==> config.mk <==
export PLATFORM = sky130hd
export DESIGN_NAME = asce_ctrl
export DESIGN_NICKNAME = d
export VERILOG_FILES = /design/src/rtl/asce_pkg.sv /design/src/rtl/asce_ctrl.sv
export SDC_FILE = /design/constraint.sdc
export NUM_CORES = 1
export LEC_CHECK = 0
export BUFFER_PORTS_ARGS = -buffer_cell sky130_fd_sc_hd__buf_2
export CORE_MARGIN = 3
export CORE_UTILIZATION = 45
export DETAILED_ROUTE_END_ITERATION = 7
export GPL_TIMING_DRIVEN = 0
export PLACE_DENSITY = 0.7
export SLEW_MARGIN = 40
export SYNTH_ARGS = -nofsm -noshare
export SYNTH_HDL_FRONTEND = slang
export SYNTH_SLANG_ARGS = --single-unit
==> constraint.sdc <==
create_clock -name mclk -period 6.2 [get_ports mclk]
set_input_delay 0.31 -clock mclk [delete_from_list [all_inputs] [get_ports mclk]]
set_output_delay 0.31 -clock mclk [all_outputs]
set_load 0.005 [all_outputs]
==> src/rtl/asce_pkg.sv <==
// constants and types for the converter status and comparator-enable block
// assumes one 25 MHz clock and an AHB-Lite slave at the offsets below
package asce_pkg;

  // register offsets, one aligned word each
  localparam logic [7:0] OFS_CTRL_ONE = 8'h00;
  localparam logic [7:0] OFS_CTRL_TWO = 8'h04;
  localparam logic [7:0] OFS_CMP_EN   = 8'h08;
  localparam logic [7:0] OFS_CMP_CTRL = 8'h0c;
  localparam logic [7:0] OFS_SCAN_LO  = 8'h10;
  localparam logic [7:0] OFS_SCAN_HI  = 8'h14;
  localparam logic [7:0] OFS_IRQ_STAT = 8'h18;
  localparam logic [7:0] OFS_IRQ_MASK = 8'h1c;

  // control one
  localparam int MOD_ON_BIT = 15;

  // control two field layout
  localparam int REF_READY_BIT = 31;
  localparam int REF_FAULT_BIT = 30;
  localparam int SCAN_DONE_BIT = 29;
  localparam int CAP_LSB       = 26;
  localparam int CAP_W         = 3;
  localparam int SAMC_LSB      = 16;
  localparam int SAMC_W        = 10;
  localparam int RDY_IEN_BIT   = 15;
  localparam int FLT_IEN_BIT   = 14;
  localparam int EOS_IEN_BIT   = 13;
  localparam int DIV_W         = 7;
  localparam logic [31:0] CTRL_TWO_WMASK = 32'h1fff_f77f;

  // comparator control
  localparam int CMP_EN_BIT   = 7;
  localparam int CMP_GIEN_BIT = 6;
  localparam int CMP_EVT_BIT  = 5;
  localparam logic [31:0] CMP_CTRL_WMASK = 32'h0000_00c0;

  // reset values
  localparam logic [31:0] REG_RST  = 32'h0000_0000;
  localparam logic [3:0]  IRQ_RST  = 4'h0;

  // capacitor step in tenths of a picofarad, sample time offset in periods
  localparam int CAP_STEP_TENTH_PF = 25;
  localparam logic [10:0] SAMC_EXTRA = 11'h002;
  localparam int CMP_INPUTS = 32;

  // interrupt status bit positions
  localparam int IRQ_W     = 4;
  localparam int IRQ_READY = 0;
  localparam int IRQ_FAULT = 1;
  localparam int IRQ_SCAN  = 2;
  localparam int IRQ_CMP   = 3;

  typedef enum logic {SMP_IDLE, SMP_RUN} asce_smp_t;

endpackage : asce_pkg

==> src/rtl/asce_ctrl.sv <==
// converter status flags, sample timer, scan tracking and comparator enables
// assumes an AHB-Lite master on mclk; converter core strobes share mclk,
// analog reference status arrives asynchronously on pins
//
// The placing of the registers and the AHB-Lite slave port were chosen for this implementation.
`timescale 1ns/100ps
module asce_ctrl (
  // clock and reset
  input  wire logic        mclk,
  input  wire logic        nrst,
  // ahb-lite slave
  input  wire logic        hsel,
  input  wire logic [31:0] haddr,
  input  wire logic [1:0]  htrans,
  input  wire logic        hwrite,
  input  wire logic [2:0]  hsize,
  input  wire logic [31:0] hwdata,
  input  wire logic        hready,
  output logic      [31:0] hrdata,
  output logic             hreadyout,
  output logic             hresp,
  // analog reference status pins
  input  wire logic        bandgapRdyPin,
  input  wire logic        vrefRdyPin,
  input  wire logic        refFaultPin,
  // converter core strobes
  input  wire logic        scanStart,
  input  wire logic        convDone,
  input  wire logic [5:0]  convChan,
  input  wire logic        cmpTrue,
  input  wire logic        sampleStart,
  // outputs to the analog side and core
  output logic             moduleOn,
  output logic [2:0]       capSelect,
  output logic             tadTick,
  output logic             sampling,
  output logic             cmpAccept,
  output logic             irq
);

  // registers
  logic [31:0] ctrlOne_r, ctrlTwo_r, cmpEn_r, cmpCtrl_r, scanLo_r, scanHi_r;
  logic [asce_pkg::IRQ_W-1:0] irqStat_r, irqMask_r;
  logic        refReady_r, refFault_r, scanDone_r, cmpEvent_r;
  logic [63:0] scanPend_r;
  logic        scanBusy_r;
  logic [7:0]  tadCnt_r;
  logic [10:0] smpCnt_r;
  asce_pkg::asce_smp_t smpState_r;
  logic        refReadyDly_r, refFaultDly_r, scanDoneDly_r, cmpEventDly_r;
  // synchronisers
  logic [1:0]  bgSync_r, vrSync_r, flSync_r;
  // bus pipeline
  logic        wrPend_r;
  logic [7:0]  wrAddr_r;
  logic [31:0] hrdata_r;
  logic        hreadyout_r, hresp_r, irq_r, tadTick_r, sampling_r, cmpAccept_r;

  logic        addrTake, rdTake, bandRefOk, modOn, cmpOn, smpGo;
  logic [7:0]  tadLen;
  logic [31:0] ctrlTwoView;

  // true when a captured address hits a register offset
  function automatic logic hit(input logic [7:0] a, input logic [7:0] ofs);
    hit = (a[7:2] == ofs[7:2]);
  endfunction : hit

  // conversion clock length in mclk periods: 1 at zero, else twice the code
  function automatic logic [7:0] tadLength(input logic [6:0] dv);
    tadLength = (dv == 7'h00) ? 8'h01 : {dv, 1'b0};
  endfunction : tadLength

  assign addrTake    = hsel & htrans[1] & hready;
  assign rdTake      = addrTake & ~hwrite;
  assign modOn       = ctrlOne_r[asce_pkg::MOD_ON_BIT];
  assign cmpOn       = cmpCtrl_r[asce_pkg::CMP_EN_BIT];
  assign bandRefOk   = bgSync_r[1] & vrSync_r[1];
  assign tadLen      = tadLength(ctrlTwo_r[asce_pkg::DIV_W-1:0]);
  // ready reads zero even in the cycle the module switches off
  assign ctrlTwoView = {refReady_r & modOn, refFault_r, scanDone_r, ctrlTwo_r[28:0]};
  // a sample window opens only from idle with the module on
  assign smpGo       = (smpState_r == asce_pkg::SMP_IDLE) & sampleStart & modOn;

  // two-flop synchronisers for the asynchronous reference pins
  always_ff @(posedge mclk or negedge nrst) begin
    if (!nrst) begin
      bgSync_r <= 2'h0;
      vrSync_r <= 2'h0;
      flSync_r <= 2'h0;
    end else begin
      bgSync_r <= {bgSync_r[0], bandgapRdyPin};
      vrSync_r <= {vrSync_r[0], vrefRdyPin};
      flSync_r <= {flSync_r[0], refFaultPin};
    end
  end

  // zero-wait slave: read data prepared at the address phase
  always_ff @(posedge mclk or negedge nrst) begin
    if (!nrst) begin
      wrPend_r    <= 1'b0;
      wrAddr_r    <= 8'h00;
      hrdata_r    <= asce_pkg::REG_RST;
      hreadyout_r <= 1'b0;
      hresp_r     <= 1'b0;
    end else begin
      hreadyout_r <= 1'b1;
      hresp_r     <= 1'b0;
      wrPend_r    <= addrTake & hwrite;
      wrAddr_r    <= haddr[7:0];
      if (rdTake) begin
        if (hit(haddr[7:0], asce_pkg::OFS_CTRL_ONE))      hrdata_r <= ctrlOne_r;
        else if (hit(haddr[7:0], asce_pkg::OFS_CTRL_TWO)) hrdata_r <= ctrlTwoView;
        else if (hit(haddr[7:0], asce_pkg::OFS_CMP_EN))   hrdata_r <= cmpEn_r;
        else if (hit(haddr[7:0], asce_pkg::OFS_CMP_CTRL)) hrdata_r <= {cmpCtrl_r[31:6], cmpEvent_r, cmpCtrl_r[4:0]};
        else if (hit(haddr[7:0], asce_pkg::OFS_SCAN_LO))  hrdata_r <= scanLo_r;
        else if (hit(haddr[7:0], asce_pkg::OFS_SCAN_HI))  hrdata_r <= scanHi_r;
        else if (hit(haddr[7:0], asce_pkg::OFS_IRQ_STAT)) hrdata_r <= {28'h0000000, irqStat_r};
        else if (hit(haddr[7:0], asce_pkg::OFS_IRQ_MASK)) hrdata_r <= {28'h0000000, irqMask_r};
        else hrdata_r <= 32'h0000_0000; // unmapped reads return zero
      end
    end
  end

  // software-written control registers; status bits are not stored here
  always_ff @(posedge mclk or negedge nrst) begin
    if (!nrst) begin
      ctrlOne_r <= asce_pkg::REG_RST;
      ctrlTwo_r <= asce_pkg::REG_RST;
      cmpEn_r   <= asce_pkg::REG_RST;
      cmpCtrl_r <= asce_pkg::REG_RST;
      scanLo_r  <= asce_pkg::REG_RST;
      scanHi_r  <= asce_pkg::REG_RST;
      irqMask_r <= asce_pkg::IRQ_RST;
    end else if (wrPend_r) begin
      if (hit(wrAddr_r, asce_pkg::OFS_CTRL_ONE))
        ctrlOne_r <= hwdata & (32'h1 << asce_pkg::MOD_ON_BIT);
      if (hit(wrAddr_r, asce_pkg::OFS_CTRL_TWO))
        ctrlTwo_r <= hwdata & asce_pkg::CTRL_TWO_WMASK;
      // per-input enable word, no write lock in hardware
      if (hit(wrAddr_r, asce_pkg::OFS_CMP_EN))
        cmpEn_r <= hwdata;
      if (hit(wrAddr_r, asce_pkg::OFS_CMP_CTRL))
        cmpCtrl_r <= hwdata & asce_pkg::CMP_CTRL_WMASK;
      if (hit(wrAddr_r, asce_pkg::OFS_SCAN_LO))
        scanLo_r <= hwdata;
      if (hit(wrAddr_r, asce_pkg::OFS_SCAN_HI))
        scanHi_r <= hwdata;
      if (hit(wrAddr_r, asce_pkg::OFS_IRQ_MASK))
        irqMask_r <= hwdata[asce_pkg::IRQ_W-1:0];
    end
  end

  // reference ready and fault flags
  always_ff @(posedge mclk or negedge nrst) begin
    if (!nrst) begin
      refReady_r <= 1'b0;
      refFault_r <= 1'b0;
    end else begin
      refReady_r <= bandRefOk & modOn;
      if (flSync_r[1] & modOn)
        refFault_r <= 1'b1;
      // clear needs off plus raw readiness
      else if (~modOn & bandRefOk)
        refFault_r <= 1'b0;
    end
  end

  // scan tracking: pending mask loaded at scan start, emptied by conversions
  always_ff @(posedge mclk or negedge nrst) begin
    if (!nrst) begin
      scanPend_r <= 64'h0;
      scanBusy_r <= 1'b0;
      scanDone_r <= 1'b0;
    end else begin
      if (scanStart) begin
        scanPend_r <= {scanHi_r, scanLo_r};
        scanBusy_r <= 1'b1;
      end else if (scanBusy_r) begin
        if (convDone)
          scanPend_r[convChan] <= 1'b0;
        if (scanPend_r == 64'h0)
          scanBusy_r <= 1'b0;
      end
      // completion wins over a read in the same cycle
      if (scanBusy_r & ~scanStart & (scanPend_r == 64'h0))
        scanDone_r <= 1'b1;
      else if (scanStart | (rdTake & hit(haddr[7:0], asce_pkg::OFS_CTRL_TWO)))
        scanDone_r <= 1'b0;
    end
  end

  // conversion clock divider, free running while the module is on
  always_ff @(posedge mclk or negedge nrst) begin
    if (!nrst) begin
      tadCnt_r  <= 8'h00;
      tadTick_r <= 1'b0;
    end else begin
      // restart on sample start, so the window holds whole periods
      if (smpGo) begin
        tadCnt_r  <= (tadLen == 8'h01) ? 8'h00 : 8'h01;
        tadTick_r <= (tadLen == 8'h01);
      end else if (~modOn || tadCnt_r >= tadLen - 8'h01) begin
        tadCnt_r  <= 8'h00;
        tadTick_r <= modOn;
      end else begin
        tadCnt_r  <= tadCnt_r + 8'h01;
        tadTick_r <= 1'b0;
      end
    end
  end

  // sample window counted in conversion clock periods
  always_ff @(posedge mclk or negedge nrst) begin
    if (!nrst) begin
      smpState_r <= asce_pkg::SMP_IDLE;
      smpCnt_r   <= 11'h000;
      sampling_r <= 1'b0;
    end else begin
      case (smpState_r)
        asce_pkg::SMP_IDLE: begin
          smpCnt_r <= 11'h000;
          if (sampleStart & modOn) begin
            smpState_r <= asce_pkg::SMP_RUN;
            sampling_r <= 1'b1;
          end
        end
        asce_pkg::SMP_RUN: begin
          if (~modOn) begin
            smpState_r <= asce_pkg::SMP_IDLE;
            sampling_r <= 1'b0;
          end else if (tadTick_r) begin
            if (smpCnt_r + 11'h001 >= {1'b0, ctrlTwo_r[25:16]} + asce_pkg::SAMC_EXTRA) begin
              smpState_r <= asce_pkg::SMP_IDLE;
              sampling_r <= 1'b0;
            end
            smpCnt_r <= smpCnt_r + 11'h001;
          end
        end
        default: begin
          smpState_r <= asce_pkg::SMP_IDLE;
          sampling_r <= 1'b0;
        end
      endcase
    end
  end

  // comparator input gating and event flag
  always_ff @(posedge mclk or negedge nrst) begin
    if (!nrst) begin
      cmpEvent_r  <= 1'b0;
      cmpAccept_r <= 1'b0;
    end else begin
      // only inputs 0..31 reach the comparator
      cmpAccept_r <= cmpOn & convDone & ~convChan[5] & cmpEn_r[convChan[4:0]];
      if (~cmpOn)
        cmpEvent_r <= 1'b0;
      else if (cmpAccept_r & cmpTrue)
        cmpEvent_r <= 1'b1;
    end
  end

  // interrupt status: rising edges of flags, write one to clear, set wins
  always_ff @(posedge mclk or negedge nrst) begin
    if (!nrst) begin
      refReadyDly_r <= 1'b0;
      refFaultDly_r <= 1'b0;
      scanDoneDly_r <= 1'b0;
      cmpEventDly_r <= 1'b0;
      irqStat_r     <= asce_pkg::IRQ_RST;
      irq_r         <= 1'b0;
    end else begin
      refReadyDly_r <= refReady_r;
      refFaultDly_r <= refFault_r;
      scanDoneDly_r <= scanDone_r;
      cmpEventDly_r <= cmpEvent_r;
      irqStat_r <= (irqStat_r & ~((wrPend_r & hit(wrAddr_r, asce_pkg::OFS_IRQ_STAT))
                                  ? hwdata[asce_pkg::IRQ_W-1:0] : 4'h0))
                 // ready event only with its enable
                 | {cmpEvent_r & ~cmpEventDly_r & cmpCtrl_r[asce_pkg::CMP_GIEN_BIT],
                    scanDone_r & ~scanDoneDly_r & ctrlTwo_r[asce_pkg::EOS_IEN_BIT],
                    refFault_r & ~refFaultDly_r & ctrlTwo_r[asce_pkg::FLT_IEN_BIT],
                    refReady_r & ~refReadyDly_r & ctrlTwo_r[asce_pkg::RDY_IEN_BIT]};
      irq_r <= |(irqStat_r & irqMask_r);
    end
  end

  // outputs straight from flops
  assign hrdata    = hrdata_r;
  assign hreadyout = hreadyout_r;
  assign hresp     = hresp_r;
  assign moduleOn  = ctrlOne_r[asce_pkg::MOD_ON_BIT];
  // code drives the capacitor ladder, step 2.5 pF
  assign capSelect = ctrlTwo_r[asce_pkg::CAP_LSB +: asce_pkg::CAP_W];
  assign tadTick   = tadTick_r;
  assign sampling  = sampling_r;
  assign cmpAccept = cmpAccept_r;
  assign irq       = irq_r;
endmodule : asce_ctrl

==> results.py, run 1 <==
metrics = {
    "run_status": {
        "run_status": "completed",
    },
    "timing": {
        "setup_viol": 0,
        "grt_setup_unrepaired": "no",
        "max_clock_freq_mhz": 293,
        "period_share": 0.550,
        "min_period_ns": 3.41,
        "setup_tns_ns": 0,
        "slew_violations": 0,
        "slew_headroom": 0.419,
        "finClkSkew_ns": 0.0267,
        "tightest_slew_ns": 0.872,
        "hold_viol": 0,
        "layout_setup_ws_ns": 2.79,
    },
    "global_routing": {
        "grt.total_usage": 0.240,
        "grt_antenna_before_repair": 1,
        "grt_pass1_wl_mm": 58.0,
        "grt-ovfl-total": 0,
        "grt_max_degree": 77,
        "grt_pass1_vias": 10300,
    },
    "clocking": {
        "cts-root-buf": "clkbuf_16",
        "cts_buffers": 29,
        "post_cts_buffers": 0,
        "cts_sinks": 277,
        "h-tree-depth": 1,
        "cts.path.max_buffers": 3,
        "cts_tree": "done",
        "clock_latency_ns": 0.56,
        "path_clk_slew_ns": 0.06,
    },
    "worst_setup_path": {
        "cp-start-kind": "register",
        "reg2reg_slack_ns": 2.79,
        "crit_arrival_ns": 3.90,
        "r2r_cells": 12,
        "reg2reg_from": "ctrlTwo_r[1]",
        "rr_endpoint": "tadCnt_r[4]",
        "crit_type": "reg -> reg",
        "worstSetupEndpoint": "tadCnt_r[4]",
        "crit_path_max_fanout": 7,
        "endpoint_kind": "register",
        "startpoint": "ctrlTwo_r[1]",
        "required_ns": 6.69,
    },
    "min_path": {
        "hp-class": "in -> reg",
    },
    "routing": {
        "ant_nets": 0,
        "vias": 9845,
        "firstDrtPassIters": 5,
        "finalWirelength_mm": 36.5,
        "first_iter_violations": 895,
        "via_per_inst": 5.88,
        "drc": 0,
        "wire_per_inst_um": 21.8,
    },
    "synthesis": {
        "synth_ff_type": "dfrtp_1",
        "synthDistinctLibCells": 58,
        "synth_seq_area_share": 0.539,
        "synth_top_cell_by_area": "dfrtp_1",
        "synth_seq_cells": 277,
        "synth_edf_count": 0,
        "yosysWarnings": 0,
        "ys_async_sr_fraction": 1.00,
        "synthCells": 1136,
        "syn-cell-area_sq_mm": 0.0129,
        "avgSynthCellArea_sq_um": 11.3,
        "syn_nets": 1245,
        "synth_top_area_frac": 0.539,
        "synth.area.top_cells": "dfrtp_1, mux2_2, o21ai_0",
    },
    "power_and_ir_drop": {
        "p_per_area_mw_per_mm2": 290,
        "vdd_drop_max_uv": 250,
        "p_leak_uw": 0.00677,
    },
    "finish": {
        "final_cell_mix": "dfrtp_1, o21ai_0, mux2_2, nand2_1, buf_2",
        "final_nets": 1382,
        "postLayoutCellArea_sq_mm": 0.0150,
        "fin_cells": 1674,
        "areaGrowthSynthToFinish_pct": 16.7,
        "layout_commonest_cell": "dfrtp_1",
        "n_antenna_cell": 0,
        "layout-drive-gt1-share": 0.262,
    },
    "place": {
        "post-place-ws_ns": 2.79,
        "io_buffers": 92,
        "place.detailed.hpwl_mm": 26.1,
        "placedCellCount": 1609,
        "globalplace.congestion": 0.906,
        "postPlaceCellArea_sq_mm": 0.0139,
    },
    "floorplan": {
        "die-area_sq_mm": 0.0306,
        "num_io_pins": 129,
        "initial_utilization": 0.460,
        "die-height_um": 175,
        "die_x_um": 175,
        "fp-row-count": 61,
        "coreArea_sq_mm": 0.0279,
    },
    "run": {
        "maxCapViolCount": 0,
    },
}
==> report_power, final <==
part / internal [uW] / switching, uW
sequential: 1920 / 96.3
clock: 1090 / 742
combinational: 214 / 283
==> synthesized netlist by cell type (4+ instances only) <==
| master | count |
|---|---|
| buf_4 | 7 |
| nand2b_1 | 10 |
| a21oi_1 | 24 |
| nor2b_1 | 8 |
| inv_1 | 11 |
| o21ai_0 | 172 |
| nor2_1 | 29 |
| nor4_1 | 17 |
| xnor2_1 | 15 |
| a21o_1 | 4 |
| ha_1 | 22 |
| dfrtp_1 | 277 |
| and3_1 | 33 |
| a221oi_1 | 24 |
| and2_1 | 10 |
| xor2_1 | 15 |
| nand2_1 | 131 |
| clkbuf_1 | 45 |
| o31ai_1 | 4 |
| a22oi_1 | 5 |
| mux2_2 | 149 |
| nand3_1 | 21 |
| a211oi_1 | 7 |
| nand4_1 | 10 |
| or3_1 | 4 |
| mux4_2 | 11 |
| mux2i_1 | 4 |
| buf_2 | 15 |
==> state kept, by name, summed over array words and instances (netlist names), 4 cells and up <==
signal      cells
cmpEn_r        32
irqMask_r       4
hrdata         32
wrAddr_r        6
scanHi_r       32
scanPend_r     64
scanLo_r       32
tadCnt_r        8
smpCnt_r       11
ctrlTwo_r      27
irqStat_r       4
==> area by class of cell <==
class	instances	area, sq um
clock buffers	39	813
clock inverters	15	196
plain buffers	69	319
flip-flops and latches	277	6930
well taps	378	473
inverters	11	41.3
fillers	2493	12900
multi-input cells	779	5560
repair buffers	106	663
==> timing repair <==
item	4_1_cts	5_1_grt
hold buffers	11	0
endpoints found under the hold margin	68	0
gates resized for setup	0	0
==> routing by layer <==
metal	vias to the layer above	GRT usage	share of wire
met5	-	0	0.00027
met4	2	0.0918	0.038
met3	94	0.0485	0.071
met2	389	0.392	0.47
met1	4983	0.317	0.42
li1	4377	-	-
==> logic make-up (layout without fill, tap and decap cells) <==
kind of cell             count (synthesis)  count (layout)  synth area share
AO/OA/AOI/OAI                          263             263             0.119
XOR/XNOR                                30              30            0.0204
adder cells (fa/ha/maj)                 22              22            0.0214
buffers and inverters                   80             240            0.0280
flip-flops                             277             277             0.539
multiplexers                           165             165             0.154
other                                    2               2          0.000584
AND/OR/NAND/NOR                        297             297             0.117
==> worst max-delay path, stage by stage (launching register included) <==
cell,delay (ns)
dfrtp_1,0.44
or3_4,0.40
or3_4,0.35
or3_4,0.38
nand2_1,0.09
a21boi_1,0.17
ha_1,0.26
a21o_1,0.18
a211oi_1,0.21
o21ai_0,0.11
o2111ai_1,0.19
nand4_1,0.35
nor2_1,0.19
==> worst min path at each step <==
stage	startpoint	end	slack, ns	cells past startpoint
after global routing	convDone	cmpAccept	0.02	3
after global placement	bgSync_r[0]	bgSync_r[1]	0.33	0
after detailed placement	nrst	smpCnt_r[7]	0.30	1
final	htrans[1]	wrPend_r	0.02	3
after CTS	htrans[1]	wrPend_r	0.003	3
after floorplan	nrst	bgSync_r[0]	0.01	0
==> stage by stage <==
stage               hold slack (ns)   util  total power (uW)
CTS                         0.00302  0.537              4370
finish                       0.0168  0.537              4350
detailed placement            0.297  0.497              2540
global placement              0.333  0.494              2520
global route                 0.0157  0.537              4530
floorplan                    0.0144      -              2320
No activity file was read; power rests on OpenSTA's default activity.
==> run 2, diff against run 1 <==
clock period = 3.4 ns   (was 6.2 ns; I/O delays follow)
==> results.py, run 2 (synthesized netlist as in run 1, its figures left out) <==
metrics = {
    "timing": {
        "grt_setup_unrepaired": "no",
        "tightest_slew_ns": 0.883,
        "slew_violations": 0,
        "layout_setup_ws_ns": 0.197,
        "setup_tns_ns": 0,
        "hold_viol": 0,
        "max_clock_freq_mhz": 312,
        "min_period_ns": 3.20,
        "slew_headroom": 0.412,
        "finClkSkew_ns": 0.0296,
        "setup_viol": 0,
        "period_share": 0.942,
    },
    "worst_setup_path": {
        "crit_path_max_fanout": 7,
        "crit_type": "reg -> reg",
        "endpoint_kind": "register",
        "crit_arrival_ns": 3.70,
        "cp-start-kind": "register",
        "required_ns": 3.89,
    },
    "finish": {
        "final_nets": 1419,
        "nFillCells": 2461,
        "layout_commonest_cell": "dfrtp_1",
        "post-route-util": 0.550,
        "largest_register": "scanPend_r",
        "largest_reg_flops": 64,
        "areaGrowthSynthToFinish_pct": 19.6,
        "postLayoutCellArea_sq_mm": 0.0154,
        "final_cell_mix": "dfrtp_1, o21ai_0, mux2_2, nand2_1, buf_2",
        "n_antenna_cell": 0,
        "layout-drive-gt1-share": 0.257,
    },
    "power_and_ir_drop": {
        "vdd_drop_max_uv": 497,
        "power.total_uw": 7980,
        "p_per_area_mw_per_mm2": 519,
        "p_leak_uw": 0.00693,
    },
    "routing": {
        "wire_per_inst_um": 21.6,
        "finalWirelength_mm": 36.9,
        "ant_nets": 0,
        "drc": 0,
        "vias": 9954,
        "first_iter_violations": 941,
        "firstDrtPassIters": 5,
        "via_per_inst": 5.82,
    },
    "place": {
        "post-place-ws_ns": -0.0115,
        "io_buffers": 92,
        "postPlaceCellArea_sq_mm": 0.0139,
        "place.detailed.hpwl_mm": 26.1,
        "globalplace.congestion": 0.906,
    },
    "global_routing": {
        "grt-ovfl-total": 0,
        "grt.total_usage": 0.242,
        "grt_pass1_wl_mm": 58.7,
        "grt_antenna_before_repair": 1,
        "grt_pass1_vias": 10500,
        "grt_max_degree": 77,
    },
    "clocking": {
        "clock_latency_ns": 0.56,
        "cts-root-buf": "clkbuf_16",
        "h-tree-depth": 1,
        "cts_sinks": 277,
        "path_clk_slew_ns": 0.06,
        "cts_buffers": 29,
        "cts.path.max_buffers": 3,
        "cts_tree": "done",
    },
    "run": {
        "maxCapViolCount": 0,
    },
    "floorplan": {
        "num_io_pins": 129,
        "die_x_um": 175,
        "fp-row-count": 61,
        "die-height_um": 175,
        "coreArea_sq_mm": 0.0279,
        "initial_utilization": 0.460,
        "die-area_sq_mm": 0.0306,
    },
    "run_status": {
        "run_status": "completed",
    },
    "min_path": {
        "hp-class": "in -> reg",
    },
}
## run 2: area by class of cell
type	count	area, sq um	area share
buffer	69	319	0.0208
inverter	11	41.3	0.00269
clock buffer	39	813	0.0529
clock inverter	15	196	0.0128
multi-input combinational	779	5570	0.362
sequential	277	6930	0.451
tap	378	473	0.0308
timing repair buffer	143	1030	0.0671
## run 2: per-layer routing
layer	GRT usage	routed length, um	vias to the layer above
li1	-	-	4454
met2	0.400	17400	381
met4	0.0881	1310	2
met1	0.320	15600	5028
met5	0	10	-
met3	0.0458	2550	89
## run 2: worst paths after layout
kind,from,slack (ns),end,cells after the start
min,scanStart,0.07,scanPend_r[16],2
max in group asynchronous,nrst,2.47,scanBusy_r,3
max reg2reg,ctrlTwo_r[1],0.20,tadCnt_r[4],13
max,ctrlTwo_r[1],0.20,tadCnt_r[4],13
min in group asynchronous,nrst,0.16,smpCnt_r[6],2
min reg2reg,bgSync_r[0],0.35,bgSync_r[1],0
## run 2: worst max-delay path: stages (launching register included)
cell	delay, ns
dfrtp_2	0.44
or3_4	0.39
or3_4	0.35
or3_4	0.38
nand2_1	0.09
a21boi_1	0.17
ha_1	0.26
a21o_1	0.19
a211oi_1	0.22
o21ai_1	0.11
o2111ai_2	0.13
nand4_1	0.13
buf_4	0.18
nor2_1	0.10
## run 2: power by group
part	internal (uW)	switching [uW]	total (uW)	leakage [uW]
sequential	3510	177	3680	0.00349
combinational	431	532	964	0.00295
clock	1990	1340	3330	0.000485
## run 2: through the flow
step,std cells,hold slack (ns)
2_1_floorplan,1136,-0.126
3_3_place_gp,1606,0.278
3_5_place_dp,1609,0.157
4_1_cts,1711,0.0612
5_1_grt,1711,0.0861
6_report,1711,0.0735
## run 2: repair_timing
action / CTS / global route
resized for setup: 0 / 3
hold endpoints to repair: 205 / 0
setup buffers: 1 / 0
pin swaps: 1 / 0
hold buffers: 47 / 0
setup endpoints to repair: 7 / 8
==> run 3, diff against run 2 <==
CORE_ASPECT_RATIO = 1.75   (was default)
==> results.py, run 3 (synthesized netlist as in run 1, its figures left out) <==
metrics = {
    "run_status": {
        "run_status": "completed",
    },
    "clocking": {
        "cts_tree": "done",
        "cts_sinks": 277,
        "h-tree-depth": 1,
        "path_clk_slew_ns": 0.07,
        "cts.path.max_buffers": 3,
        "cts_buffers": 26,
        "cts-root-buf": "clkbuf_16",
        "clock_latency_ns": 0.54,
    },
    "finish": {
        "regArea_sq_mm": 0.00693,
        "largest_reg_flops": 64,
        "layout_commonest_cell": "dfrtp_1",
        "final_nets": 1417,
        "final_cell_mix": "dfrtp_1, o21ai_0, mux2_2, nand2_1, buf_2",
        "multiInputGateArea_sq_mm": 0.00557,
        "postLayoutCellArea_sq_mm": 0.0152,
        "layout-drive-gt1-share": 0.255,
        "nFillCells": 2486,
        "n_antenna_cell": 0,
        "largest_register": "scanPend_r",
        "areaGrowthSynthToFinish_pct": 18.2,
    },
    "floorplan": {
        "num_io_pins": 129,
        "fp-row-count": 81,
        "die-area_sq_mm": 0.0307,
        "initial_utilization": 0.458,
        "die_x_um": 134,
        "die-height_um": 230,
        "coreArea_sq_mm": 0.0281,
    },
    "worst_setup_path": {
        "reg2reg_from": "ctrlTwo_r[1]",
        "crit_path_max_fanout": 7,
        "startpoint": "ctrlTwo_r[1]",
        "crit_arrival_ns": 3.65,
        "cp-start-kind": "register",
        "timing.critical_path.mode_cell": "or3_4",
        "required_ns": 3.87,
        "path_cells": "or3_4 > or3_4 > or3_4 > nand2_1 > a21boi_1 > ha_1 > a21o_1 > a211oi_2 > o21ai_1 > o2111ai_2 > nand4_1 > buf_4 > nor2_1",
        "endpoint_kind": "register",
        "cp_slowest_stage_delay_ns": 0.44,
        "cpMaxStageDelayCell": "dfrtp_2",
        "crit_type": "reg -> reg",
    },
    "place": {
        "io_buffers": 92,
        "post-place-ws_ns": -0.0683,
        "globalplace.congestion": 0.941,
        "postPlaceCellArea_sq_mm": 0.0139,
        "place.detailed.hpwl_mm": 27.6,
    },
    "timing": {
        "min_period_ns": 3.18,
        "grt_setup_unrepaired": "no",
        "tightest_slew_ns": 0.839,
        "hold_viol": 0,
        "period_share": 0.936,
        "layout_setup_ws_ns": 0.218,
        "finClkSkew_ns": 0.00940,
        "max_clock_freq_mhz": 314,
        "slew_headroom": 0.440,
        "slew_violations": 0,
        "setup_viol": 0,
    },
    "power_and_ir_drop": {
        "p_per_area_mw_per_mm2": 495,
        "power.total_uw": 7530,
        "p_leak_uw": 0.00685,
        "vdd_drop_max_uv": 420,
    },
    "routing": {
        "firstDrtPassIters": 5,
        "first_iter_violations": 758,
        "drc": 0,
        "wire_per_inst_um": 22.4,
        "finalWirelength_mm": 37.9,
        "via_per_inst": 5.83,
        "vias": 9890,
        "ant_nets": 0,
    },
    "min_path": {
        "hp-class": "in -> reg",
        "holdCritStartpoint": "scanStart",
    },
    "global_routing": {
        "grt-ovfl-total": 0,
        "grt_pass1_vias": 10500,
        "grt_max_degree": 79,
        "grt_antenna_before_repair": 0,
        "grt_pass1_wl_mm": 59.3,
        "grt.total_usage": 0.248,
    },
    "run": {
        "maxCapViolCount": 0,
    },
}
==> run 3: cell count changes in the layout (fill, tap and decap cells not counted), sizes merged <==
cell	delta
bufinv	-3
clkbuf	-6
buf	+1
inv	-1
==> run 3: routing by layer <==
layer	vias to the layer above	track usage	routed length [um]	part of all wire
li1	4437	-	-	-
met1	4995	0.280	14100	0.37
met2	343	0.446	19900	0.53
met3	115	0.0268	1560	0.041
met4	0	0.145	2320	0.061
met5	-	0	0	0
==> run 3: timing repair <==
item / CTS / global route
setup endpoints to repair: 7 / 8
pin swaps: 1 / 0
endpoints found under the hold margin: 204 / 0
resized for setup: 0 / 4
setup buffers: 1 / 1
hold buffers: 47 / 0
==> run 3: path summary, 6_finish.rpt <==
check                                 endpoint  slack, ns  depth (start not counted)
worst max-delay path               tadCnt_r[5]       0.22                         13
worst max register to register     tadCnt_r[5]       0.22                         13
max in group asynchronous          wrAddr_r[7]       2.14                          4
worst min register to register     bgSync_r[1]       0.35                          0
min in group asynchronous         scanLo_r[18]       0.14                          2
worst min-delay path            scanPend_r[27]       0.05                          2
==> run 3: critical path: cells and delay by family, from the launching register on <==
kind / cells / cell delay [ns]
simple gates: 6 / 1.43
fa+ha+maj: 1 / 0.26
flops: 1 / 0.44
buf+inv: 1 / 0.18
compound gates: 5 / 0.79
==> run 3: final cells by class <==
class | instances | share of cell area
plain buffers | 69 | 0.0211
clock buffers | 33 | 0.0479
clock inverters | 11 | 0.00642
inverters | 11 | 0.00272
multi-input cells | 779 | 0.367
flip-flops and latches | 277 | 0.456
well taps | 373 | 0.0307
repair buffers | 144 | 0.0683
==> run 3: report_power, final <==
| group | switching, uW | internal [uW] | leakage, uW | total [uW] |
|---|---|---|---|---|
| logic | 539 | 432 | 0.00296 | 971 |
| clock network | 1280 | 1590 | 0.000396 | 2870 |
| registers | 180 | 3500 | 0.00349 | 3680 |
| total | 2000 | 5530 | 0.00685 | 7530 |
==> run 3: per-stage QoR <==
| stage | cells | hold slack, ns | setup TNS [ns] | utilization |
|---|---|---|---|---|
| 2_1_floorplan | 1136 | -0.126 | 0 | - |
| 3_3_place_gp | 1601 | 0.278 | -775.26 | 0.491 |
| 3_5_place_dp | 1604 | 0.131 | -0.407 | 0.494 |
| 4_1_cts | 1696 | 0.0434 | 0 | 0.541 |
| 5_1_grt | 1697 | 0.0883 | 0 | 0.541 |
| 6_report | 1697 | 0.0457 | 0 | 0.541 |
